## src/sgac_cfg.svh

```systemverilog
// constants for the serial gigabit adapter control block
`ifndef SGAC_CFG_SVH
`define SGAC_CFG_SVH

// register byte offsets
`define SGAC_OFS_ID          8'h00
`define SGAC_OFS_RESET       8'h04
`define SGAC_OFS_CTRL        8'h10
`define SGAC_OFS_STATUS      8'h14
`define SGAC_OFS_LOC_ABIL    8'h18
`define SGAC_OFS_LOC_NP      8'h1c
`define SGAC_OFS_PART_ABIL   8'h20
`define SGAC_OFS_PART_NP     8'h24
`define SGAC_OFS_IRQ_STAT    8'h28
`define SGAC_OFS_IRQ_MASK    8'h2c
`define SGAC_OFS_DIAG_CLR    8'h40
`define SGAC_OFS_DIAG_SEL    8'h44
`define SGAC_OFS_DIAG_OUT    8'h48
`define SGAC_ADR_MASK        8'hfc

// reset register fields
`define SGAC_RST_GLOBAL      0
`define SGAC_RST_PATH        1

// control register fields
`define SGAC_CTL_AN_EN       0
`define SGAC_CTL_AN_RESTART  1
`define SGAC_CTL_FAST_TMR    2
`define SGAC_CTL_NP_READY    3
`define SGAC_CTL_LOOPBACK    4
`define SGAC_CTL_MASTER      5
`define SGAC_CTL_COMMA       6
`define SGAC_CTL_WIDTH       7

// status register fields
`define SGAC_ST_LINK         0
`define SGAC_ST_FAULT        1
`define SGAC_ST_DONE         2
`define SGAC_ST_PAGE         3
`define SGAC_ST_LOCK         4
`define SGAC_ST_SIGDET       5

// ability word fields
`define SGAC_AB_FULL_DUPLEX  12
`define SGAC_AB_SPEED_HI     11
`define SGAC_AB_SPEED_LO     10
`define SGAC_AB_FIBER_FD     5
`define SGAC_SPEED_GIG       2'h2

// interrupt status bits
`define SGAC_IRQ_PAGE        0
`define SGAC_IRQ_DONE        1
`define SGAC_IRQ_FAULT       2
`define SGAC_IRQ_LINK        3
`define SGAC_IRQ_WIDTH       4

// diagnostic select writable bits
`define SGAC_DIAG_SEL_MASK   7'h73

// reset values
`define SGAC_CTRL_RESET      7'h00
`define SGAC_WORD_RESET      16'h0000

// timing
`define SGAC_CLK_PERIOD_NS   100
`define SGAC_TMR_FIBER_NS    10000000
`define SGAC_TMR_SERIAL_NS   1600000
`define SGAC_TMR_FAST_NS     2000

`endif

```

## src/sgac_pkg.sv

```systemverilog
// types shared by the serial gigabit adapter control block
package sgac_pkg;

   // link timer state, one-hot
   typedef enum logic [1:0] {
      SGAC_TMR_IDLE = 2'b01,
      SGAC_TMR_RUN  = 2'b10
   } sgac_tmr_e;

   typedef logic [31:0] sgac_word_t;

endpackage : sgac_pkg

```

## src/sgac_ctrl.sv

```systemverilog
// control, status and register bank of the serial gigabit adapter
// ****************************************************************
// ****************************************************************
//
// Implementation choice: the Wishbone interface to the registers.
`timescale 1ns/1ns
`include "sgac_cfg.svh"

module sgac_ctrl
   import sgac_pkg::*;
#(
   parameter logic [31:0] ID_VALUE      = 32'h0001_0100, // arbitrary value
   parameter int unsigned FIBER_CYCLES  = `SGAC_TMR_FIBER_NS / `SGAC_CLK_PERIOD_NS,
   parameter int unsigned SERIAL_CYCLES = `SGAC_TMR_SERIAL_NS / `SGAC_CLK_PERIOD_NS
) (
   input  wire logic        clk_i,
   input  wire logic        rst_i,
   input  wire logic        cyc_i,
   input  wire logic        stb_i,
   input  wire logic        we_i,
   input  wire logic [7:0]  adr_i,
   input  wire logic [3:0]  sel_i,
   input  wire logic [31:0] dat_i,
   output logic      [31:0] dat_o,
   output logic             ack_o,
   output logic             irq_o,
   input  wire logic        serial_mode_i,
   input  wire logic        lock_i,
   input  wire logic        optical_signal_present_i,
   input  wire logic        negotiation_done_i,
   input  wire logic        link_up_i,
   input  wire logic        page_rx_evt_i,
   input  wire logic [15:0] partner_word_i,
   input  wire logic [15:0] partner_np_i,
   input  wire logic        link_timer_start_i,
   output logic             link_timer_done_o,
   output logic             path_reset_hold_o,
   output logic             tx_force_comma_o,
   output logic             loopback_o,
   output logic             rx_clk_from_tx_o,
   output logic             negotiation_enable_o,
   output logic             negotiation_restart_o,
   output logic             next_page_ready_o,
   output logic [15:0]      local_ability_word_o,
   output logic [15:0]      local_next_page_word_o,
   output logic [1:0]       speed_o,
   output logic             full_duplex_o
);

   localparam int unsigned FAST_CYCLES_RAW = `SGAC_TMR_FAST_NS / `SGAC_CLK_PERIOD_NS;
   localparam int unsigned FAST_CYCLES     = (FAST_CYCLES_RAW < 1) ? 1 : FAST_CYCLES_RAW;
   localparam int unsigned MAX_CYCLES      = (FIBER_CYCLES > SERIAL_CYCLES) ? FIBER_CYCLES : SERIAL_CYCLES;
   localparam int unsigned CW              = $clog2(MAX_CYCLES + 1);

   typedef struct packed {
      logic                       ack;
      logic [31:0]                rdata;
      logic                       glob_rst;
      logic                       path_rst;
      logic [`SGAC_CTL_WIDTH-1:0] ctrl;
      logic [15:0]                loc_abil;
      logic [15:0]                loc_np;
      logic [15:0]                part_abil;
      logic [15:0]                part_np;
      logic                       page_pend;
      logic                       page_flag;
      logic                       done_q;
      logic                       link_q;
      logic                       fault_q;
      logic                       restart;
      logic [`SGAC_IRQ_WIDTH-1:0] irq_st;
      logic [`SGAC_IRQ_WIDTH-1:0] irq_mask;
      logic [6:0]                 diag_sel;
      sgac_tmr_e                  tmr_state;
      logic [CW-1:0]              tmr_cnt;
      logic                       tmr_done;
   } sgac_state_s;

   sgac_state_s s;
   sgac_state_s next_s;

   // ****************************************************************
   // helpers
   // ****************************************************************
   function automatic logic [31:0] merge_bytes(input logic [31:0] old_v,
                                               input logic [31:0] new_v,
                                               input logic [3:0]  sel);
      logic [31:0] res;
      res = old_v;
      for (int b = 0; b < 4; b++) begin
         if (sel[b]) begin
            res[b*8 +: 8] = new_v[b*8 +: 8];
         end
      end
      return res;
   endfunction : merge_bytes

   function automatic logic [CW-1:0] timer_load(input logic fast, input logic serial);
      if (fast) begin
         return CW'(FAST_CYCLES - 1);
      end
      else if (serial) begin
         return CW'(SERIAL_CYCLES - 1);
      end
      return CW'(FIBER_CYCLES - 1);
   endfunction : timer_load

   function automatic logic [1:0] speed_bits(input logic [15:0] word);
      return {word[`SGAC_AB_SPEED_HI], word[`SGAC_AB_SPEED_LO]};
   endfunction : speed_bits

   function automatic logic [7:0] word_addr(input logic [7:0] adr);
      return adr & `SGAC_ADR_MASK;
   endfunction : word_addr

   // ****************************************************************
   // derived values
   // ****************************************************************
   logic [15:0] speed_word;
   logic        fault_now;
   logic        req;
   logic        wr;
   logic [31:0] wmask;
   logic [31:0] status_word;

   assign req  = cyc_i & stb_i;
   assign wr   = req & we_i & s.ack;
   assign wmask = merge_bytes(32'h0000_0000, dat_i, sel_i);

   assign speed_word = s.ctrl[`SGAC_CTL_MASTER] ? s.loc_abil : s.part_abil;

   always_comb begin
      if (serial_mode_i) begin
         fault_now = ~speed_word[`SGAC_AB_FULL_DUPLEX] &
                     (speed_bits(speed_word) == `SGAC_SPEED_GIG);
      end
      else begin
         fault_now = ~(s.loc_abil[`SGAC_AB_FIBER_FD] & s.part_abil[`SGAC_AB_FIBER_FD]);
      end
   end

   // ****************************************************************
   // status word
   // ****************************************************************
   always_comb begin
      status_word = 32'h0000_0000;
      status_word[`SGAC_ST_SIGDET] = optical_signal_present_i;
      status_word[`SGAC_ST_LOCK]   = lock_i;
      status_word[`SGAC_ST_PAGE]   = lock_i & s.page_flag;
      status_word[`SGAC_ST_DONE]   = lock_i & s.done_q;
      status_word[`SGAC_ST_FAULT]  = lock_i & s.done_q & s.fault_q;
      status_word[`SGAC_ST_LINK]   = lock_i & s.link_q;
   end

   // ****************************************************************
   // next state
   // ****************************************************************
   always_comb begin
      logic [31:0]                m;
      logic [`SGAC_IRQ_WIDTH-1:0] evt;
      logic [`SGAC_IRQ_WIDTH-1:0] clr;
      m      = 32'h0000_0000;
      evt    = '0;
      clr    = '0;
      next_s = s;

      // ****************************************************************
      // bus answer, one cycle after the request
      // ****************************************************************
      next_s.ack = req & ~s.ack;
      if (req & ~s.ack) begin
         case (word_addr(adr_i))
            `SGAC_OFS_ID:        next_s.rdata = ID_VALUE;
            `SGAC_OFS_RESET:     next_s.rdata = {30'h0, s.path_rst, 1'b0};
            `SGAC_OFS_CTRL:      next_s.rdata = {25'h0, s.ctrl};
            `SGAC_OFS_STATUS:    next_s.rdata = status_word;
            `SGAC_OFS_LOC_ABIL:  next_s.rdata = {16'h0, s.loc_abil};
            `SGAC_OFS_LOC_NP:    next_s.rdata = {16'h0, s.loc_np};
            `SGAC_OFS_PART_ABIL: next_s.rdata = {16'h0, s.done_q ? s.part_abil : `SGAC_WORD_RESET};
            `SGAC_OFS_PART_NP:   next_s.rdata = {16'h0, s.part_np};
            `SGAC_OFS_IRQ_STAT:  next_s.rdata = {28'h0, s.irq_st};
            `SGAC_OFS_IRQ_MASK:  next_s.rdata = {28'h0, s.irq_mask};
            `SGAC_OFS_DIAG_SEL:  next_s.rdata = {25'h0, s.diag_sel};
            default:             next_s.rdata = 32'h0000_0000;
         endcase
      end

      // ****************************************************************
      // register writes on the acknowledged edge
      // ****************************************************************
      if (wr) begin
         case (word_addr(adr_i))
            `SGAC_OFS_RESET: begin
               m = merge_bytes({30'h0, s.path_rst, 1'b0}, dat_i, sel_i);
               next_s.path_rst = m[`SGAC_RST_PATH];
               next_s.glob_rst = m[`SGAC_RST_GLOBAL];
            end
            `SGAC_OFS_CTRL: begin
               m = merge_bytes({25'h0, s.ctrl}, dat_i, sel_i);
               next_s.ctrl = m[`SGAC_CTL_WIDTH-1:0];
               if (wmask[`SGAC_CTL_NP_READY]) begin
                  next_s.page_flag = 1'b0;
               end
            end
            `SGAC_OFS_LOC_ABIL: begin
               m = merge_bytes({16'h0, s.loc_abil}, dat_i, sel_i);
               next_s.loc_abil = m[15:0];
            end
            `SGAC_OFS_LOC_NP: begin
               m = merge_bytes({16'h0, s.loc_np}, dat_i, sel_i);
               next_s.loc_np = m[15:0];
            end
            `SGAC_OFS_IRQ_STAT: clr = wmask[`SGAC_IRQ_WIDTH-1:0];
            `SGAC_OFS_IRQ_MASK: begin
               m = merge_bytes({28'h0, s.irq_mask}, dat_i, sel_i);
               next_s.irq_mask = m[`SGAC_IRQ_WIDTH-1:0];
            end
            `SGAC_OFS_DIAG_SEL: begin
               m = merge_bytes({25'h0, s.diag_sel}, dat_i, sel_i);
               next_s.diag_sel = m[6:0] & `SGAC_DIAG_SEL_MASK;
            end
            default: begin
            end
         endcase
      end

      // ****************************************************************
      // restart pulse after a one then a zero
      // ****************************************************************
      next_s.restart = s.ctrl[`SGAC_CTL_AN_RESTART] & ~next_s.ctrl[`SGAC_CTL_AN_RESTART]
                       & s.ctrl[`SGAC_CTL_AN_EN];

      // ****************************************************************
      // next-page exchange, fiber only
      // ****************************************************************
      next_s.page_pend = page_rx_evt_i & ~serial_mode_i;
      if (page_rx_evt_i & ~serial_mode_i) begin
         next_s.ctrl[`SGAC_CTL_NP_READY] = 1'b0;
         next_s.part_np = partner_np_i;
      end
      if (s.page_pend) begin
         next_s.page_flag = 1'b1;
      end

      // ****************************************************************
      // negotiation results
      // ****************************************************************
      next_s.done_q  = negotiation_done_i & s.ctrl[`SGAC_CTL_AN_EN];
      next_s.link_q  = link_up_i;
      next_s.fault_q = fault_now;
      if (negotiation_done_i & ~s.done_q) begin
         next_s.part_abil = partner_word_i;
      end

      // ****************************************************************
      // link timer
      // ****************************************************************
      next_s.tmr_done = 1'b0;
      case (s.tmr_state)
         SGAC_TMR_IDLE: begin
            if (link_timer_start_i) begin
               next_s.tmr_cnt   = timer_load(s.ctrl[`SGAC_CTL_FAST_TMR], serial_mode_i);
               next_s.tmr_state = SGAC_TMR_RUN;
            end
         end
         SGAC_TMR_RUN: begin
            if (link_timer_start_i) begin
               next_s.tmr_cnt = timer_load(s.ctrl[`SGAC_CTL_FAST_TMR], serial_mode_i);
            end
            else if (s.tmr_cnt == '0) begin
               next_s.tmr_done  = 1'b1;
               next_s.tmr_state = SGAC_TMR_IDLE;
            end
            else begin
               next_s.tmr_cnt = s.tmr_cnt - CW'(1);
            end
         end
         default: next_s.tmr_state = SGAC_TMR_IDLE;
      endcase

      // ****************************************************************
      // interrupt events, set wins over clear
      // ****************************************************************
      evt[`SGAC_IRQ_PAGE]  = s.page_pend;
      evt[`SGAC_IRQ_DONE]  = next_s.done_q & ~s.done_q;
      evt[`SGAC_IRQ_FAULT] = s.done_q & fault_now & ~s.fault_q;
      evt[`SGAC_IRQ_LINK]  = link_up_i ^ s.link_q;
      next_s.irq_st = (s.irq_st & ~clr) | evt;
   end

   // ****************************************************************
   // state register
   // ****************************************************************
   always_ff @(posedge clk_i) begin
      if (rst_i | s.glob_rst) begin
         s           <= '0;
         s.ctrl      <= `SGAC_CTRL_RESET;
         s.tmr_state <= SGAC_TMR_IDLE;
      end
      else begin
         s <= next_s;
      end
   end

   // ****************************************************************
   // outputs
   // ****************************************************************
   assign dat_o                  = s.rdata;
   assign ack_o                  = s.ack;
   assign irq_o                  = |(s.irq_st & s.irq_mask);
   assign link_timer_done_o      = s.tmr_done;
   assign path_reset_hold_o      = s.path_rst | s.glob_rst;
   assign tx_force_comma_o       = s.ctrl[`SGAC_CTL_COMMA];
   assign loopback_o             = s.ctrl[`SGAC_CTL_LOOPBACK];
   assign rx_clk_from_tx_o       = s.ctrl[`SGAC_CTL_LOOPBACK];
   assign negotiation_enable_o   = s.ctrl[`SGAC_CTL_AN_EN];
   assign negotiation_restart_o  = s.restart;
   assign next_page_ready_o      = s.ctrl[`SGAC_CTL_NP_READY] & ~serial_mode_i;
   assign local_ability_word_o   = s.loc_abil;
   assign local_next_page_word_o = s.loc_np;
   assign speed_o                = speed_bits(speed_word);
   assign full_duplex_o          = speed_word[`SGAC_AB_FULL_DUPLEX];

endmodule : sgac_ctrl

```

## config.mk

```make
export PLATFORM = sky130hd
export DESIGN_NAME = sgac_ctrl
export DESIGN_NICKNAME = d
export VERILOG_FILES = /design/src/sgac_pkg.sv /design/src/sgac_ctrl.sv
export VERILOG_INCLUDE_DIRS = /design/src
export SDC_FILE = /design/constraint.sdc
export NUM_CORES = 1
export LEC_CHECK = 0
export ABC_AREA = 1
export BUFFER_PORTS_ARGS = -buffer_cell sky130_fd_sc_hd__buf_2
export CORE_MARGIN = 2
export CORE_UTILIZATION = 26
export CTS_BUF_LIST = sky130_fd_sc_hd__clkbuf_4
export DETAILED_ROUTE_END_ITERATION = 6
export GPL_ROUTABILITY_DRIVEN = 0
export PLACE_DENSITY = 0.45
export SLEW_MARGIN = 20
export SYNTH_ARGS = -nofsm -noshare
export SYNTH_HDL_FRONTEND = slang
export SYNTH_SLANG_ARGS = --single-unit
```

## constraint.sdc

```tcl
create_clock -name clk_i -period 3.96 [get_ports clk_i]
set_input_delay 0.594 -clock clk_i [delete_from_list [all_inputs] [get_ports clk_i]]
set_output_delay 0.594 -clock clk_i [all_outputs]
set_load 0.01 [all_outputs]
```

==> run metrics <==
Crit Path Class=flip-flop to primary output; Min-Delay Endpoint=s[54]; Hold Fails Final Rpt=0; Initial Util=0.265; Hold Path Stages=3; total wire length=22200 microns; # port buffers=129; WL per Instance=15.7 microns; Overflow after GRT=0; Worst R2R End=s[42]; Post-CTS Setup Repair Bufs=0; Min-Delay Path Class=input port to flip-flop; # DRC=0; worst r2r src=s[113]; H-tree levels=4; Pleak=3.40 nW; synth warn=0; RSZ-0062 raised after global routing=no; core area=0.0251 sq mm; drt first pass iters=5; Buffers & Inverters on Critical Path=1; Worst R2R Setup Slack=1.81 ns; Die H=164 microns; Root Driver=clkbuf_4; Worst IR Drop VDD=0.175 mV; Via Count=6309; slowest stage cell, crit path=o21ai_0; Synth Register Bits=130; DRT iter0 DRCs=337; post-synthesis instance total=997; worst slew pin tran=0.882 ns; largest net degree at the start of global routing=37; total negative slack=0 ns; data required time of the worst path=3.37 ns; Largest delay share family, worst path=compound AO/OA/AOI/OAI gates; antenna-violating nets left=0; CP cell instances=o21ai_0 -> buf_2; Max Root-Sink Buffers=2; Max stage delay on crit path=0.47 ns; via count of the first global-routing pass=5954; initial antenna violation count=1; Max Clock Freq=0.439 GHz; Mapped Area=0.00664 sq mm; # IOs=165; post-CTS resize count=0; share of cells above drive strength 1=0.193; Row Count=58; Placed Area=0.00718 sq mm; Clock Skew=0.0261 ns; Clock Sink Count=130; nets=1161; status=finished clean; clock slew at reported path FFs=0.14 ns; maxcap violations=0; area grow syn2layout=12.6%; critical path fanouts, max=8; die area=0.0268 sq mm; post-synthesis sequential area ratio=0.392; worst hold start=partner_np_i[13]; first-pass GRT wire length=33700 microns; Rel. slew slack=0.411; commonest non-fill, non-tap cell in the layout=nand2_1; Post-DP HPWL=16700 microns; final max-slew violation count=0; Crit. End Element=primary output; Final period util=0.575; most frequent cells in the layout=nand2_1 (228), nor2_1 (188), dfxtp_1 (130); All-Layer GR Usage=0.167; Worst-Skew Late Latency=0.56 ns; cell area power density=360 mW/mm^2; Vias/cell=4.46; critical path startpoint category=flip-flop; R2R cell count=5; die width=164 microns; syn avg cell area=6.66 sq um; Finished Cell Area=0.00748 sq mm; Setup Viol. Count Final=0; Cell variety after synth=34; min cycle time layout=2.28 ns; CTS tree=built; CP arrival=1.68 ns; hold buffers post-CTS=0; CTS buffer count=17
worst min-delay path: stages:
cell     delay [ns]
buf_2          0.07
nand2_1        0.04
nand2_1        0.04
kinds of logic (layout without fill, tap and decap cells):
group,count (synthesis),count (layout),share of synthesized area
AND/OR/NAND/NOR,550,550,0.356
buffers and inverters,174,248,0.140
AO/OA/AOI/OAI,138,138,0.106
flip-flops,130,130,0.392
XOR/XNOR,3,3,0.00396
adder cells (fa/ha/maj),1,1,0.00188
other,1,16,0.000565
cell usage after synthesis:
master    instances  area (sq um)
inv_2             8          30.0
o21ai_1           4          20.0
xor2_1            1          8.76
nand2_2           6          37.5
a21oi_1          36           180
nand3_2           2          20.0
or2_2             2          12.5
a21boi_0          1          7.51
clkbuf_1         18          67.6
nor4_1            1          6.26
o22ai_1           1          6.26
conb_1            1          3.75
nand3_1          74           370
nand3_4           1          17.5
o32ai_1           1          8.76
nand2_1         228           856
buf_6             2          22.5
nor3_1            2          10.0
nor2_4            8          90.1
o21bai_1          1          7.51
inv_1            70           263
nand4_1          20           125
nand3b_1          1          7.51
nor2_2           15          93.8
o211ai_1          1          7.51
buf_2             5          25.0
buf_4            68           510
xnor2_1           2          17.5
and2_1            2          12.5
dfxtp_1         130          2600
clkinv_1          3          11.3
o21ai_0          93           465
nor2_1          188           706
ha_1              1          12.5
worst max path at each step:
stage,startpoint,end,slack (ns),depth (start not counted)
after detailed placement,adr_i[7],local_ability_word_o[11],1.26,9
after global placement,adr_i[7],local_ability_word_o[15],1.25,9
after floorplan,we_i,s[107],2.32,7
after CTS,s[110],speed_o[1],1.65,2
after global routing,adr_i[7],local_ability_word_o[15],1.56,9
final,s[110],speed_o[1],1.68,2
cell type report:
type,instances,area (sq um)
clock buffers,17,128
flip-flops and latches,130,2600
clock inverters,15,173
well taps,330,413
multi-input cells,707,3170
diodes,1,2.50
repair buffers,135,691
fillers,2877,17600
inverters,81,304
per-stage QoR:
stage / setup WS, ns / std cells / hold slack, ns / utilization / power, W
floorplan: 2.32 / 1011 / 0.428 / - / 0.00164
global placement: 1.25 / 1383 / 0.444 / 0.286 / 0.00174
detailed placement: 1.26 / 1383 / 0.452 / 0.286 / 0.00174
CTS: 1.65 / 1415 / 0.167 / 0.298 / 0.00273
global route: 1.56 / 1416 / 0.176 / 0.298 / 0.00283
finish: 1.68 / 1416 / 0.216 / 0.298 / 0.00269
routing by layer:
metal,track usage,share of wire,vias up
met5,0,0,-
li1,-,-,3259
met2,0.273,0.47,161
met1,0.223,0.46,2865
met4,0.0478,0.017,0
met3,0.0328,0.052,24
power breakdown:
part | switching [W] | total, W | internal, W
clock network | 0.000585 | 0.000978 | 0.000392
logic | 0.000223 | 0.000327 | 0.000104
registers | 0.0000358 | 0.00139 | 0.00135
state kept, by name, summed over array words and instances (netlist names):
| name | count |
|---|---|
| s | 75 |
| dat_o | 17 |
| local_ability_word_o | 16 |
| local_next_page_word_o | 16 |
| ack_o | 1 |
| link_timer_done_o | 1 |
| loopback_o | 1 |
| negotiation_enable_o | 1 |
| negotiation_restart_o | 1 |
| tx_force_comma_o | 1 |
Power figures use the tool's default switching activity.
